`src/rtl/plm_pkg.sv`:
```
package plm_pkg;
    // register offsets
    localparam logic [7:0] ADDR_IRQ_SUMMARY_TWO = 8'h0b;
    localparam logic [7:0] ADDR_TX_SYNTH_CTRL_STATUS = 8'h0c;
    localparam logic [7:0] ADDR_TX_SYNTH_RESERVED = 8'h0d;
    localparam logic [7:0] ADDR_RX_RECOVERY_CTRL_STATUS = 8'h0e;
    localparam logic [7:0] ADDR_RX_RECOVERY_PLL_MODE = 8'h0f;

    // summary register bit positions
    localparam int unsigned BIT_PATH_TRACE_IRQ_SRC = 0;
    localparam int unsigned BIT_SECTION_TRACE_IRQ_SRC = 1;
    localparam int unsigned BIT_WAN_SYNC_IRQ_SRC = 2;
    localparam int unsigned BIT_RX_FRAME_PROC_IRQ_SRC = 3;
    localparam int unsigned BIT_TX_FRAME_PROC_IRQ_SRC = 4;

    // transmit synthesis control and status bits
    localparam int unsigned BIT_TX_RSVD_LO = 0;
    localparam int unsigned BIT_TX_REF_UNLOCK_IRQ_EN = 1;
    localparam int unsigned BIT_TX_REF_UNLOCK_STATE = 3;
    localparam int unsigned BIT_TX_REF_UNLOCK_FLAG = 5;
    localparam int unsigned BIT_TX_RSVD_HI0 = 6;
    localparam int unsigned BIT_TX_RSVD_HI1 = 7;

    // receive recovery control and status bits
    localparam int unsigned BIT_RX_RSVD_LO = 0;
    localparam int unsigned BIT_RX_DATA_UNLOCK_IRQ_EN = 1;
    localparam int unsigned BIT_RX_REF_UNLOCK_IRQ_EN = 2;
    localparam int unsigned BIT_RX_DATA_UNLOCK_STATE = 3;
    localparam int unsigned BIT_RX_REF_UNLOCK_STATE = 4;
    localparam int unsigned BIT_RX_DATA_UNLOCK_FLAG = 5;
    localparam int unsigned BIT_RX_REF_UNLOCK_FLAG = 6;
    localparam int unsigned BIT_RX_RSVD_HI = 7;

    // pll mode register bits
    localparam int unsigned BIT_JITTER_MODE_SELECT = 0;
    localparam int unsigned BIT_LOOP_PERF_SELECT = 5;

    // reset values
    localparam logic [7:0] RST_PLL_MODE = 8'h00;
    localparam logic [3:0] RST_SYNTH_RESERVED = 4'h0;
    localparam logic RST_UNLOCK_STATE = 1'b1;

    // lock criteria
    localparam int unsigned PPM_LIMIT = 488;
    localparam int unsigned PPM_SCALE = 1000000;
    localparam int unsigned FREQ_WINDOW_TICKS = 16384;
    localparam int unsigned NO_TRANSITION_BITS = 80;
    localparam int unsigned STALE_CNT_W = 7;
endpackage : plm_pkg

```
`src/rtl/plm_freq_mon.sv`:
```
`timescale 1ns/10ps
`default_nettype none
module plm_freq_mon
    import plm_pkg::*;
#(
    parameter int unsigned WINDOW = FREQ_WINDOW_TICKS,
    parameter int unsigned WIN_W = 15
) (
    input wire logic i_core_clk,
    input wire logic i_reset,
    input wire logic i_ref_tick,
    input wire logic i_test_tick,
    output logic o_unlock
);
    // allowed tick difference over one window, rounded down
    localparam int unsigned TOL = (WINDOW * PPM_LIMIT) / PPM_SCALE;
    localparam logic [WIN_W+1:0] HI_LIM = (WIN_W+2)'(WINDOW + TOL);
    localparam logic [WIN_W+1:0] LO_LIM = (WIN_W+2)'(WINDOW - TOL);
    localparam logic [WIN_W-1:0] REF_LAST = WIN_W'(WINDOW - 1);
    localparam logic [WIN_W+1:0] TEST_MAX = '1;

    typedef struct packed {
        logic [WIN_W-1:0] ref_cnt;
        logic [WIN_W+1:0] test_cnt;
        logic unlock;
    } plm_fm_state_t;

    plm_fm_state_t st_q, st_d;
    logic [WIN_W+1:0] test_now;

    // count test ticks over a window of reference ticks, judge at window end
    always_comb begin
        st_d = st_q;
        test_now = st_q.test_cnt;
        if (i_test_tick && st_q.test_cnt != TEST_MAX) begin
            test_now = st_q.test_cnt + (WIN_W+2)'(1);
        end
        st_d.test_cnt = test_now;
        if (i_ref_tick) begin
            if (st_q.ref_cnt == REF_LAST) begin
                st_d.unlock = (test_now > HI_LIM) || (test_now < LO_LIM);
                st_d.ref_cnt = '0;
                st_d.test_cnt = '0;
            end else begin
                st_d.ref_cnt = st_q.ref_cnt + WIN_W'(1);
            end
        end
    end

    // state register
    always_ff @(posedge i_core_clk or posedge i_reset) begin
        if (i_reset) begin
            st_q <= '{ref_cnt: '0, test_cnt: '0, unlock: RST_UNLOCK_STATE};
        end else begin
            st_q <= st_d;
        end
    end

    assign o_unlock = st_q.unlock;
endmodule : plm_freq_mon
`default_nettype wire

```
`src/rtl/plm_lock_monitor.sv`:
```
// Function
// - summary two bits 0..4 mirror path, section, wan, rx frame, tx frame requests
// - tx unlock enable at bit 1 lets tx unlock changes raise interrupt
// - tx unlock state bit 3 is one when synth clock off by over 488 ppm
// - tx unlock flag bit 5 sets on state change, clears on register read
// - rx data unlock enable bit 1 lets data unlock changes raise interrupt
// - rx reference unlock enable bit 2 lets reference unlock changes raise interrupt
// - rx data unlock on 488 ppm error or over 80 bits without transition
// - rx reference unlock bit 4 is one while recovery pll not locked
// - rx data unlock flag bit 5 sets on change, clears on read
// - rx reference unlock flag bit 6 sets on change, clears on read
// - jitter mode select high picks wan mode, low picks lan mode
// - loop perf select bit 5: zero favours transfer, one favours tolerance
// - recovery interrupt request appears as recovery source output
`timescale 1ns/10ps
`default_nettype none
module plm_lock_monitor
    import plm_pkg::*;
#(
    parameter int unsigned FREQ_WINDOW = FREQ_WINDOW_TICKS,
    parameter int unsigned WIN_W = 15
) (
    input wire logic i_core_clk,
    input wire logic i_reset,
    input wire logic [7:0] i_addr,
    input wire logic [7:0] i_wdata,
    input wire logic i_wr,
    input wire logic i_rd,
    output logic [7:0] o_rdata,
    input wire logic i_path_trace_irq_src,
    input wire logic i_section_trace_irq_src,
    input wire logic i_wan_sync_irq_src,
    input wire logic i_rx_frame_proc_irq_src,
    input wire logic i_tx_frame_proc_irq_src,
    input wire logic i_reference_clock_in_tick,
    input wire logic i_synth_clk_tick,
    input wire logic i_recov_clk_tick,
    input wire logic i_rx_bit_tick,
    input wire logic i_rx_transition,
    input wire logic i_recovery_ref_locked,
    output logic o_irq,
    output logic o_recovery_irq_src,
    output logic o_loop_perf_select,
    output logic o_jitter_mode_select
);
    localparam logic [STALE_CNT_W-1:0] STALE_LIMIT = STALE_CNT_W'(NO_TRANSITION_BITS);
    localparam logic [STALE_CNT_W-1:0] STALE_MAX = '1;

    typedef struct packed {
        logic tx_ref_unlock_irq_en;
        logic [2:0] tx_rsvd;
        logic [3:0] synth_rsvd;
        logic rx_data_unlock_irq_en;
        logic rx_ref_unlock_irq_en;
        logic [1:0] rx_rsvd;
        logic [7:0] pll_mode;
        logic tx_ref_unlock_state;
        logic rx_data_unlock_state;
        logic rx_ref_unlock_state;
        logic tx_ref_unlock_flag;
        logic rx_data_unlock_flag;
        logic rx_ref_unlock_flag;
        logic [STALE_CNT_W-1:0] stale_cnt;
        logic [7:0] rdata;
        logic irq;
        logic recovery_irq_src;
    } plm_state_t;

    plm_state_t st_q, st_d;
    logic tx_freq_unlock;
    logic rx_freq_unlock;
    logic tx_new, rxd_new, rxr_new;
    logic rd_tx, rd_rx;
    logic tx_flag_n, rxd_flag_n, rxr_flag_n;
    logic [7:0] tx_csr, rx_csr;

    // frequency comparators for the two plls
    plm_freq_mon #(.WINDOW(FREQ_WINDOW), .WIN_W(WIN_W)) u_tx_mon (
        .i_core_clk(i_core_clk),
        .i_reset(i_reset),
        .i_ref_tick(i_reference_clock_in_tick),
        .i_test_tick(i_synth_clk_tick),
        .o_unlock(tx_freq_unlock)
    );

    plm_freq_mon #(.WINDOW(FREQ_WINDOW), .WIN_W(WIN_W)) u_rx_mon (
        .i_core_clk(i_core_clk),
        .i_reset(i_reset),
        .i_ref_tick(i_reference_clock_in_tick),
        .i_test_tick(i_recov_clk_tick),
        .o_unlock(rx_freq_unlock)
    );

    // next state of the block
    always_comb begin
        st_d = st_q;
        rd_tx = i_rd && (i_addr == ADDR_TX_SYNTH_CTRL_STATUS);
        rd_rx = i_rd && (i_addr == ADDR_RX_RECOVERY_CTRL_STATUS);

        // bit periods without a transition on the serial input
        if (i_rx_transition) begin
            st_d.stale_cnt = '0;
        end else if (i_rx_bit_tick && st_q.stale_cnt != STALE_MAX) begin
            st_d.stale_cnt = st_q.stale_cnt + STALE_CNT_W'(1);
        end

        // lock states
        tx_new = tx_freq_unlock;
        rxd_new = rx_freq_unlock || (st_q.stale_cnt > STALE_LIMIT);
        rxr_new = !i_recovery_ref_locked;
        st_d.tx_ref_unlock_state = tx_new;
        st_d.rx_data_unlock_state = rxd_new;
        st_d.rx_ref_unlock_state = rxr_new;

        // change flags: a change in the read cycle survives the clear
        tx_flag_n = (st_q.tx_ref_unlock_flag && !rd_tx)
            || (tx_new != st_q.tx_ref_unlock_state);
        rxd_flag_n = (st_q.rx_data_unlock_flag && !rd_rx)
            || (rxd_new != st_q.rx_data_unlock_state);
        rxr_flag_n = (st_q.rx_ref_unlock_flag && !rd_rx)
            || (rxr_new != st_q.rx_ref_unlock_state);
        st_d.tx_ref_unlock_flag = tx_flag_n;
        st_d.rx_data_unlock_flag = rxd_flag_n;
        st_d.rx_ref_unlock_flag = rxr_flag_n;

        // register writes
        if (i_wr) begin
            unique case (i_addr)
                ADDR_TX_SYNTH_CTRL_STATUS: begin
                    st_d.tx_ref_unlock_irq_en = i_wdata[BIT_TX_REF_UNLOCK_IRQ_EN];
                    st_d.tx_rsvd = {i_wdata[BIT_TX_RSVD_HI1], i_wdata[BIT_TX_RSVD_HI0],
                        i_wdata[BIT_TX_RSVD_LO]};
                end
                ADDR_TX_SYNTH_RESERVED: begin
                    st_d.synth_rsvd = i_wdata[3:0];
                end
                ADDR_RX_RECOVERY_CTRL_STATUS: begin
                    st_d.rx_data_unlock_irq_en = i_wdata[BIT_RX_DATA_UNLOCK_IRQ_EN];
                    st_d.rx_ref_unlock_irq_en = i_wdata[BIT_RX_REF_UNLOCK_IRQ_EN];
                    st_d.rx_rsvd = {i_wdata[BIT_RX_RSVD_HI], i_wdata[BIT_RX_RSVD_LO]};
                end
                ADDR_RX_RECOVERY_PLL_MODE: begin
                    st_d.pll_mode = i_wdata;
                end
                default: begin
                end
            endcase
        end

        // control and status images as read
        tx_csr = 8'h00;
        tx_csr[BIT_TX_RSVD_HI1] = st_q.tx_rsvd[2];
        tx_csr[BIT_TX_RSVD_HI0] = st_q.tx_rsvd[1];
        tx_csr[BIT_TX_RSVD_LO] = st_q.tx_rsvd[0];
        tx_csr[BIT_TX_REF_UNLOCK_IRQ_EN] = st_q.tx_ref_unlock_irq_en;
        tx_csr[BIT_TX_REF_UNLOCK_STATE] = st_q.tx_ref_unlock_state;
        tx_csr[BIT_TX_REF_UNLOCK_FLAG] = st_q.tx_ref_unlock_flag;
        rx_csr = 8'h00;
        rx_csr[BIT_RX_RSVD_HI] = st_q.rx_rsvd[1];
        rx_csr[BIT_RX_RSVD_LO] = st_q.rx_rsvd[0];
        rx_csr[BIT_RX_DATA_UNLOCK_IRQ_EN] = st_q.rx_data_unlock_irq_en;
        rx_csr[BIT_RX_REF_UNLOCK_IRQ_EN] = st_q.rx_ref_unlock_irq_en;
        rx_csr[BIT_RX_DATA_UNLOCK_STATE] = st_q.rx_data_unlock_state;
        rx_csr[BIT_RX_REF_UNLOCK_STATE] = st_q.rx_ref_unlock_state;
        rx_csr[BIT_RX_DATA_UNLOCK_FLAG] = st_q.rx_data_unlock_flag;
        rx_csr[BIT_RX_REF_UNLOCK_FLAG] = st_q.rx_ref_unlock_flag;

        // read data, valid in the cycle after the strobe only
        st_d.rdata = 8'h00;
        if (i_rd) begin
            unique case (i_addr)
                ADDR_IRQ_SUMMARY_TWO: begin
                    st_d.rdata[BIT_PATH_TRACE_IRQ_SRC] = i_path_trace_irq_src;
                    st_d.rdata[BIT_SECTION_TRACE_IRQ_SRC] = i_section_trace_irq_src;
                    st_d.rdata[BIT_WAN_SYNC_IRQ_SRC] = i_wan_sync_irq_src;
                    st_d.rdata[BIT_RX_FRAME_PROC_IRQ_SRC] = i_rx_frame_proc_irq_src;
                    st_d.rdata[BIT_TX_FRAME_PROC_IRQ_SRC] = i_tx_frame_proc_irq_src;
                end
                ADDR_TX_SYNTH_CTRL_STATUS: st_d.rdata = tx_csr;
                ADDR_TX_SYNTH_RESERVED: st_d.rdata = {4'h0, st_q.synth_rsvd};
                ADDR_RX_RECOVERY_CTRL_STATUS: st_d.rdata = rx_csr;
                ADDR_RX_RECOVERY_PLL_MODE: st_d.rdata = st_q.pll_mode;
                default: st_d.rdata = 8'h00;
            endcase
        end

        // interrupt requests from the enabled lock flags
        st_d.recovery_irq_src = (rxd_flag_n && st_d.rx_data_unlock_irq_en)
            || (rxr_flag_n && st_d.rx_ref_unlock_irq_en);
        st_d.irq = (tx_flag_n && st_d.tx_ref_unlock_irq_en)
            || st_d.recovery_irq_src;
    end

    // state register
    always_ff @(posedge i_core_clk or posedge i_reset) begin
        if (i_reset) begin
            st_q <= '{
                tx_ref_unlock_irq_en: 1'b0,
                tx_rsvd: 3'h0,
                synth_rsvd: RST_SYNTH_RESERVED,
                rx_data_unlock_irq_en: 1'b0,
                rx_ref_unlock_irq_en: 1'b0,
                rx_rsvd: 2'h0,
                pll_mode: RST_PLL_MODE,
                tx_ref_unlock_state: RST_UNLOCK_STATE,
                rx_data_unlock_state: RST_UNLOCK_STATE,
                rx_ref_unlock_state: RST_UNLOCK_STATE,
                tx_ref_unlock_flag: 1'b0,
                rx_data_unlock_flag: 1'b0,
                rx_ref_unlock_flag: 1'b0,
                stale_cnt: '0,
                rdata: 8'h00,
                irq: 1'b0,
                recovery_irq_src: 1'b0
            };
        end else begin
            st_q <= st_d;
        end
    end

    // outputs straight from the state register
    assign o_rdata = st_q.rdata;
    assign o_irq = st_q.irq;
    assign o_recovery_irq_src = st_q.recovery_irq_src;
    assign o_loop_perf_select = st_q.pll_mode[BIT_LOOP_PERF_SELECT];
    assign o_jitter_mode_select = st_q.pll_mode[BIT_JITTER_MODE_SELECT];
endmodule : plm_lock_monitor
`default_nettype wire

```
`config.mk`:
```
export PLATFORM = sky130hd
export DESIGN_NAME = plm_lock_monitor
export DESIGN_NICKNAME = d
export VERILOG_FILES = /design/src/rtl/plm_pkg.sv /design/src/rtl/plm_freq_mon.sv /design/src/rtl/plm_lock_monitor.sv
export SDC_FILE = /design/constraint.sdc
export NUM_CORES = 1
export LEC_CHECK = 0
export ABC_CLOCK_PERIOD_IN_PS = 3300
export BUFFER_PORTS_ARGS = -buffer_cell sky130_fd_sc_hd__buf_2
export CORE_MARGIN = 2
export CORE_UTILIZATION = 55
export DETAILED_ROUTE_END_ITERATION = 6
export GPL_TIMING_DRIVEN = 1
export PLACE_DENSITY = 0.74
export SLEW_MARGIN = 20
export SYNTH_ARGS = -nofsm -noshare
export SYNTH_HDL_FRONTEND = slang
export SYNTH_SLANG_ARGS = --single-unit
```
`constraint.sdc`:
```
create_clock -name i_core_clk -period 3.3 [get_ports i_core_clk]
set_input_delay 0.165 -clock i_core_clk [delete_from_list [all_inputs] [get_ports i_core_clk]]
set_output_delay 0.165 -clock i_core_clk [all_outputs]
set_load 0.01 [all_outputs]
```
After elaboration in Yosys (flattened, before gate mapping):

Index checks and enable logic that the tools add are counted.

* add/sub/neg operators: 5
* $mul: 0
* divide/modulo/power cells: 0
* order comparisons: 5
* equality and inequality tests: 13
* shift-type cells: 0
* mux-type cells: 18
* bitwise operators: 0
* reduce and logical (&&, ||, !) cells: 29

Operators by type and width (number)
* 2-to-1 mux 18 bit: 4
* equality test 8 x 4 -> 1 bit (second input constant): 5
* adder 17 x 1 -> 17 bit (second input constant): 2
* > comparator 17 x 15 -> 1 bit (second input constant): 2
* < comparator 17 x 14 -> 1 bit (second input constant): 2
* 2-to-1 mux 17 bit: 2
* != test 17 bit (second input constant): 2
* adder 15 x 1 -> 15 bit (second input constant): 2
* equality test 15 x 14 -> 1 bit (second input constant): 2
* 2-to-1 mux 15 bit: 2
* case mux 5 bit (5 select lines): 1
* 2-to-1 mux 20 bit: 1
* 2-to-1 mux 8 bit: 2
* 2-to-1 mux 7 bit: 2
* 2-to-1 mux 4 bit: 3
* AND reduction 2 bit: 6
* logical AND 1 bit: 11
* case mux 3 bit (3 select lines): 1
* logical OR 1 bit: 8
* adder 7 x 1 -> 7 bit (second input constant): 1
* > comparator 7 bit (second input constant): 1
* != test 7 bit (second input constant): 1
* logical NOT 1 bit: 3
* != test 1 bit: 3
* nonzero test 2 bit: 1

* register bits after elaboration: 109
* latch bits: 0
* RAM bits: 0
* ROM bits: 0
* input bits: 31
* output and inout port bits: 12
* word-level logic and storage cells: 93
* memories: 0

Logic depth before layout (Yosys ltp):

* word-level depth: 8
* mapped depth: 14
* mapped depth without buffers: 12

Cells and area by module:

A second synthesis with hierarchy kept.

* cell total of the unflattened synthesis: 638
* area total of the unflattened synthesis: 6144.6 um2

By module, submodules not included
* plm_freq_mon: instances 2, cells each 229, area each 2034.5 um2, sequential area each 827.0 um2
* plm_lock_monitor: instances 1, cells each 180, area each 2075.7 um2, sequential area each 1079.8 um2

Worst setup path after synthesis:

OpenSTA, ideal clock, no wires.

* path type: reg-to-reg
* start point: register u_tx_mon.st_q[9] in the netlist's numbering
* end point: register u_tx_mon.st_q, in the netlist u_tx_mon.o_unlock
* setup time: 103 ps
* arrival: 2577 ps
* required time: 3197 ps
* setup slack: 620 ps
* cell stages (with the launch flop): 15
* path buffers: 3
* period minus slack after synthesis: 2680 ps
* cells stage by stage: dfrtp_1 > buf_4 > nand2_4 > or3_1 > buf_2 > nor3_1 > ha_1 > and4b_1 > buf_2 > nand4_1 > nor3_1 > xnor2_1 > nand4_1 > o32ai_2 > a41oi_1

* word-level cells in the longest chain between the ends: 5
* elaborated cells between the ends (all ways): 7
* classes of those cells: 1 x add/sub; 2 x order compare; 1 x eq/ne; 1 x mux; 2 x reduce/logical

RTL lines
* start, declared: line plm_freq_mon.sv:28 `plm_fm_state_t st_q, st_d;`
* start signal, assigned: line plm_freq_mon.sv:53 `st_q <= '{ref_cnt: '0, test_cnt: '0, unlock: RST_UNLOCK_STATE};`
* start signal, assigned: line plm_freq_mon.sv:55 `st_q <= st_d;`
* parallel branches: the longest is 2 deep, another holds adder 17 x 1 -> 17 bit
* 2-to-1 mux 17 bit (*): line plm_freq_mon.sv:35 `if (i_test_tick && st_q.test_cnt != TEST_MAX) begin`
* > comparator 17 x 15 -> 1 bit / < comparator 17 x 14 -> 1 bit (equally long branches): line plm_freq_mon.sv:41 `st_d.unlock = (test_now > HI_LIM) || (test_now < LO_LIM);`
* logical OR 1 bit (*): line plm_freq_mon.sv:41

Mark *: on every way between the ends.
A chain may end at the register's enable or synchronous reset.

Final worst setup path:

Ends and elaborated chain as after synthesis.

==> results.py <==
metrics = {
    "status": {
        "status": "finished clean",
    },
    "yosys": {
        "synthCells": 588,
        "ys_top_cells_by_area": "dfrtp_1, nor2_1, xnor2_1, xor2_1, mux2_2",
        "yosysTopAreaCell": "dfrtp_1",
        "syn_area_mm2": 0.00580,
        "ys_ff_latch": 109,
        "syn_nets": 627,
        "synth_seq_area_share_pct": 47.1,
        "avgSynthCellArea_um2": 9.86,
        "synth_top_area_share_pct": 44.9,
        "synth_cell_types": 58,
        "yosysWarnings": 0,
        "synthArstFlopShare_pct": 100,
        "synthFlopType": "dfrtp_1",
        "synth_edf_count": 0,
    },
    "global_route": {
        "grt_usage_pct": 21.9,
        "antenna_found_initial": 0,
        "use_met3_pct": 4.44,
        "grt_pass1_vias": 4229,
        "grtUsageMet1_pct": 30.2,
        "grt_busiest_layer": "met2",
        "grtUsageMet2_pct": 34.9,
        "grt_max_degree": 58,
        "overflow": 0,
        "grt_pass1_wl_um": 20000,
    },
    "floorplanning": {
        "ios": 43,
        "core_area_mm2": 0.0103,
        "num_rows": 37,
        "fp.dieArea_mm2": 0.0114,
        "start_util_pct": 56.4,
        "die_width_um": 107,
        "die_y_um": 107,
    },
    "power": {
        "p_leak_uw": 0.00289,
        "power.net_switching_uw": 1140,
        "ir_worst_vdd_mv": 0.446,
        "intPower_uw": 2290,
        "seq_power_share_pct": 50.5,
        "combPwrFrac_pct": 22.4,
        "cellPowerDensity_mw_per_mm2": 543,
        "sw_frac_of_total_pct": 33.3,
        "p_clk_share_pct": 27.0,
    },
    "sta": {
        "final.setup.tns_ps": 0,
        "worstMarginPinSlew_ps": 752,
        "rsz0062_at_grt": "false",
        "fin_crit_ps": 3000,
        "finalClockSkew_ps": 11.5,
        "slew_headroom_pct": 49.7,
        "setup_slack_ps": 304,
        "finalCritPeriodShare_pct": 90.8,
        "setup_viol": 0,
        "final_max_slew_viol_count": 0,
        "finalHoldViolCount": 0,
        "max_freq_mhz": 334,
    },
    "min_path": {
        "min_to": "st_q[11]",
        "min-delay-start": "i_rx_transition",
        "hold_class": "input pin to flip-flop",
        "hold_depth": 2,
    },
    "placement": {
        "io_buffers": 42,
        "gp_congestion": 0.929,
        "dp_slack_ps": 298,
        "dp_hpwl_um": 8140,
    },
    "clock_network": {
        "htree_levels": 3,
        "clk_pin_slew_ps": 110,
        "clk_latency_ps": 390,
        "cts_tree": "yes",
        "cts_buffer_depth": 2,
        "cts_root_buffer": "clkbuf_8",
        "cts_sinks": 109,
        "cts_buffers": 9,
    },
    "drt": {
        "ant_nets": 0,
        "num_vias": 4305,
        "drc": 0,
        "routed_wl_um": 11400,
        "first_pass_iters": 5,
        "drt-initial-drc-count": 274,
        "drt-wirelength-per-cell_um": 15.2,
        "drt-vias-per-instance": 5.70,
    },
    "job": {
        "max_cap_viol_count": 0,
    },
    "final_layout": {
        "nets": 653,
        "area_growth_pct": 8.95,
        "layout-drive-gt1-share_pct": 15.7,
        "mostFrequentLayoutCells": "dfrtp_1, nor2_1, buf_2, nand2_1, xnor2_1",
        "fin_util_pct": 61.5,
        "final_common_cell": "dfrtp_1",
        "diodes": 0,
    },
    "critical_path": {
        "rrSetupSlack_ps": 300,
        "end_kind": "flip-flop",
        "start_kind": "flip-flop",
        "arrival_ps": 3290,
        "crit_fanout": 10,
        "r2r_start": "u_tx_mon.st_q[9]",
        "worstPathRequired_ps": 3600,
        "rr_endpoint": "u_tx_mon.o_unlock",
        "critPathKind": "flip-flop to flip-flop",
        "r2r_cells": 11,
    },
}
==> state kept, by name, indices dropped and copies added, names as in the netlist <==
register	cells
o_recovery_irq_src	1
rx_csr	8
st_q	23
o_jitter_mode_select	1
u_rx_mon.o_unlock	1
o_loop_perf_select	1
u_tx_mon.st_q	32
o_irq	1
o_rdata	8
u_tx_mon.o_unlock	1
u_rx_mon.st_q	32
==> cells by family after synthesis <==
family / after synthesis / share of synthesized area [%]
buffers and inverters: 55 / 4.64
multiplexers: 35 / 7.10
flip-flops: 109 / 47.1
XOR/XNOR: 65 / 9.81
AND/OR/NAND/NOR: 252 / 21.9
adder cells (fa/ha/maj): 8 / 1.73
AO/OA/AOI/OAI: 64 / 7.66
==> cell usage after synthesis, types with 8 or more instances <==
library cell / count
a21oi_1: 11
buf_4: 13
clkbuf_1: 19
dfrtp_1: 104
ha_1: 8
inv_1: 17
mux2_2: 16
mux2i_1: 13
nand2_1: 41
nand3_1: 21
nand4_1: 28
nor2_1: 89
nor3_1: 13
nor4_1: 11
o21ai_0: 10
xnor2_1: 38
xor2_1: 27
==> worst max-delay path, cell delays in order (launching register included) <==
cell and delay (ps):
dfrtp_1 540, nand2_4 70, or3_1 470, nor3_1 220, ha_1 220, and4b_1 330
nand4_1 250, nor3_1 80, xnor2_1 180, nand4_1 130, o32ai_2 280, a41oi_1 140
==> layer usage <==
metal | part of all wire, % | up-vias
met5 | 0 | -
met1 | 48 | 2055
met3 | 4.6 | 19
li1 | - | 2117
met4 | 1.7 | 0
met2 | 46 | 114
==> stage by stage <==
stage | total power [uW] | hold slack (ps) | cell area (um^2) | cells
3_3_place_gp | 2490 | 310 | 6050 | 735
4_1_cts | 3460 | 0.732 | 6320 | 755
5_1_grt | 3650 | 13.6 | 6320 | 755
6_report | 3430 | 21.4 | 6320 | 755
3_5_place_dp | 2510 | 320 | 6050 | 735
2_1_floorplan | 2310 | 191 | 5800 | 588
==> worst max path at each step <==
stage	from	end	slack, ps	cells after the start
2_1_floorplan	i_reset	o_irq	270	1
3_3_place_gp	u_tx_mon.st_q[10]	u_tx_mon.o_unlock	400	11
3_5_place_dp	u_tx_mon.st_q[9]	u_tx_mon.o_unlock	300	11
4_1_cts	u_tx_mon.st_q[9]	u_tx_mon.o_unlock	290	11
5_1_grt	u_rx_mon.st_q[5]	u_rx_mon.o_unlock	0.2	12
6_report	u_tx_mon.st_q[9]	u_tx_mon.o_unlock	300	11
==> power by group through the flow <==
stage	Sequential (uW)	Clock, uW	Combinational (uW)
floorplan	1660	0	644
global placement	1740	0	751
detailed placement	1750	0	762
CTS	1730	959	772
global route	1760	1010	880
finish	1730	927	769
==> final cells by class <==
class	instances	area, um^2
multi-input combinational	424	2800
tap	136	170
inverter	17	66.3
clock inverter	7	105
sequential	109	2740
fill	897	3960
timing repair buffer	53	315
clock buffer	9	124
==> timing repair <==
action	in CTS	in global routing
setup endpoints to repair	0	1
setup buffers	0	0
resized for setup	0	1
hold buffers	4	0
hold endpoints to repair	58	0
Note: power is estimated with default switching activity, not from simulation.
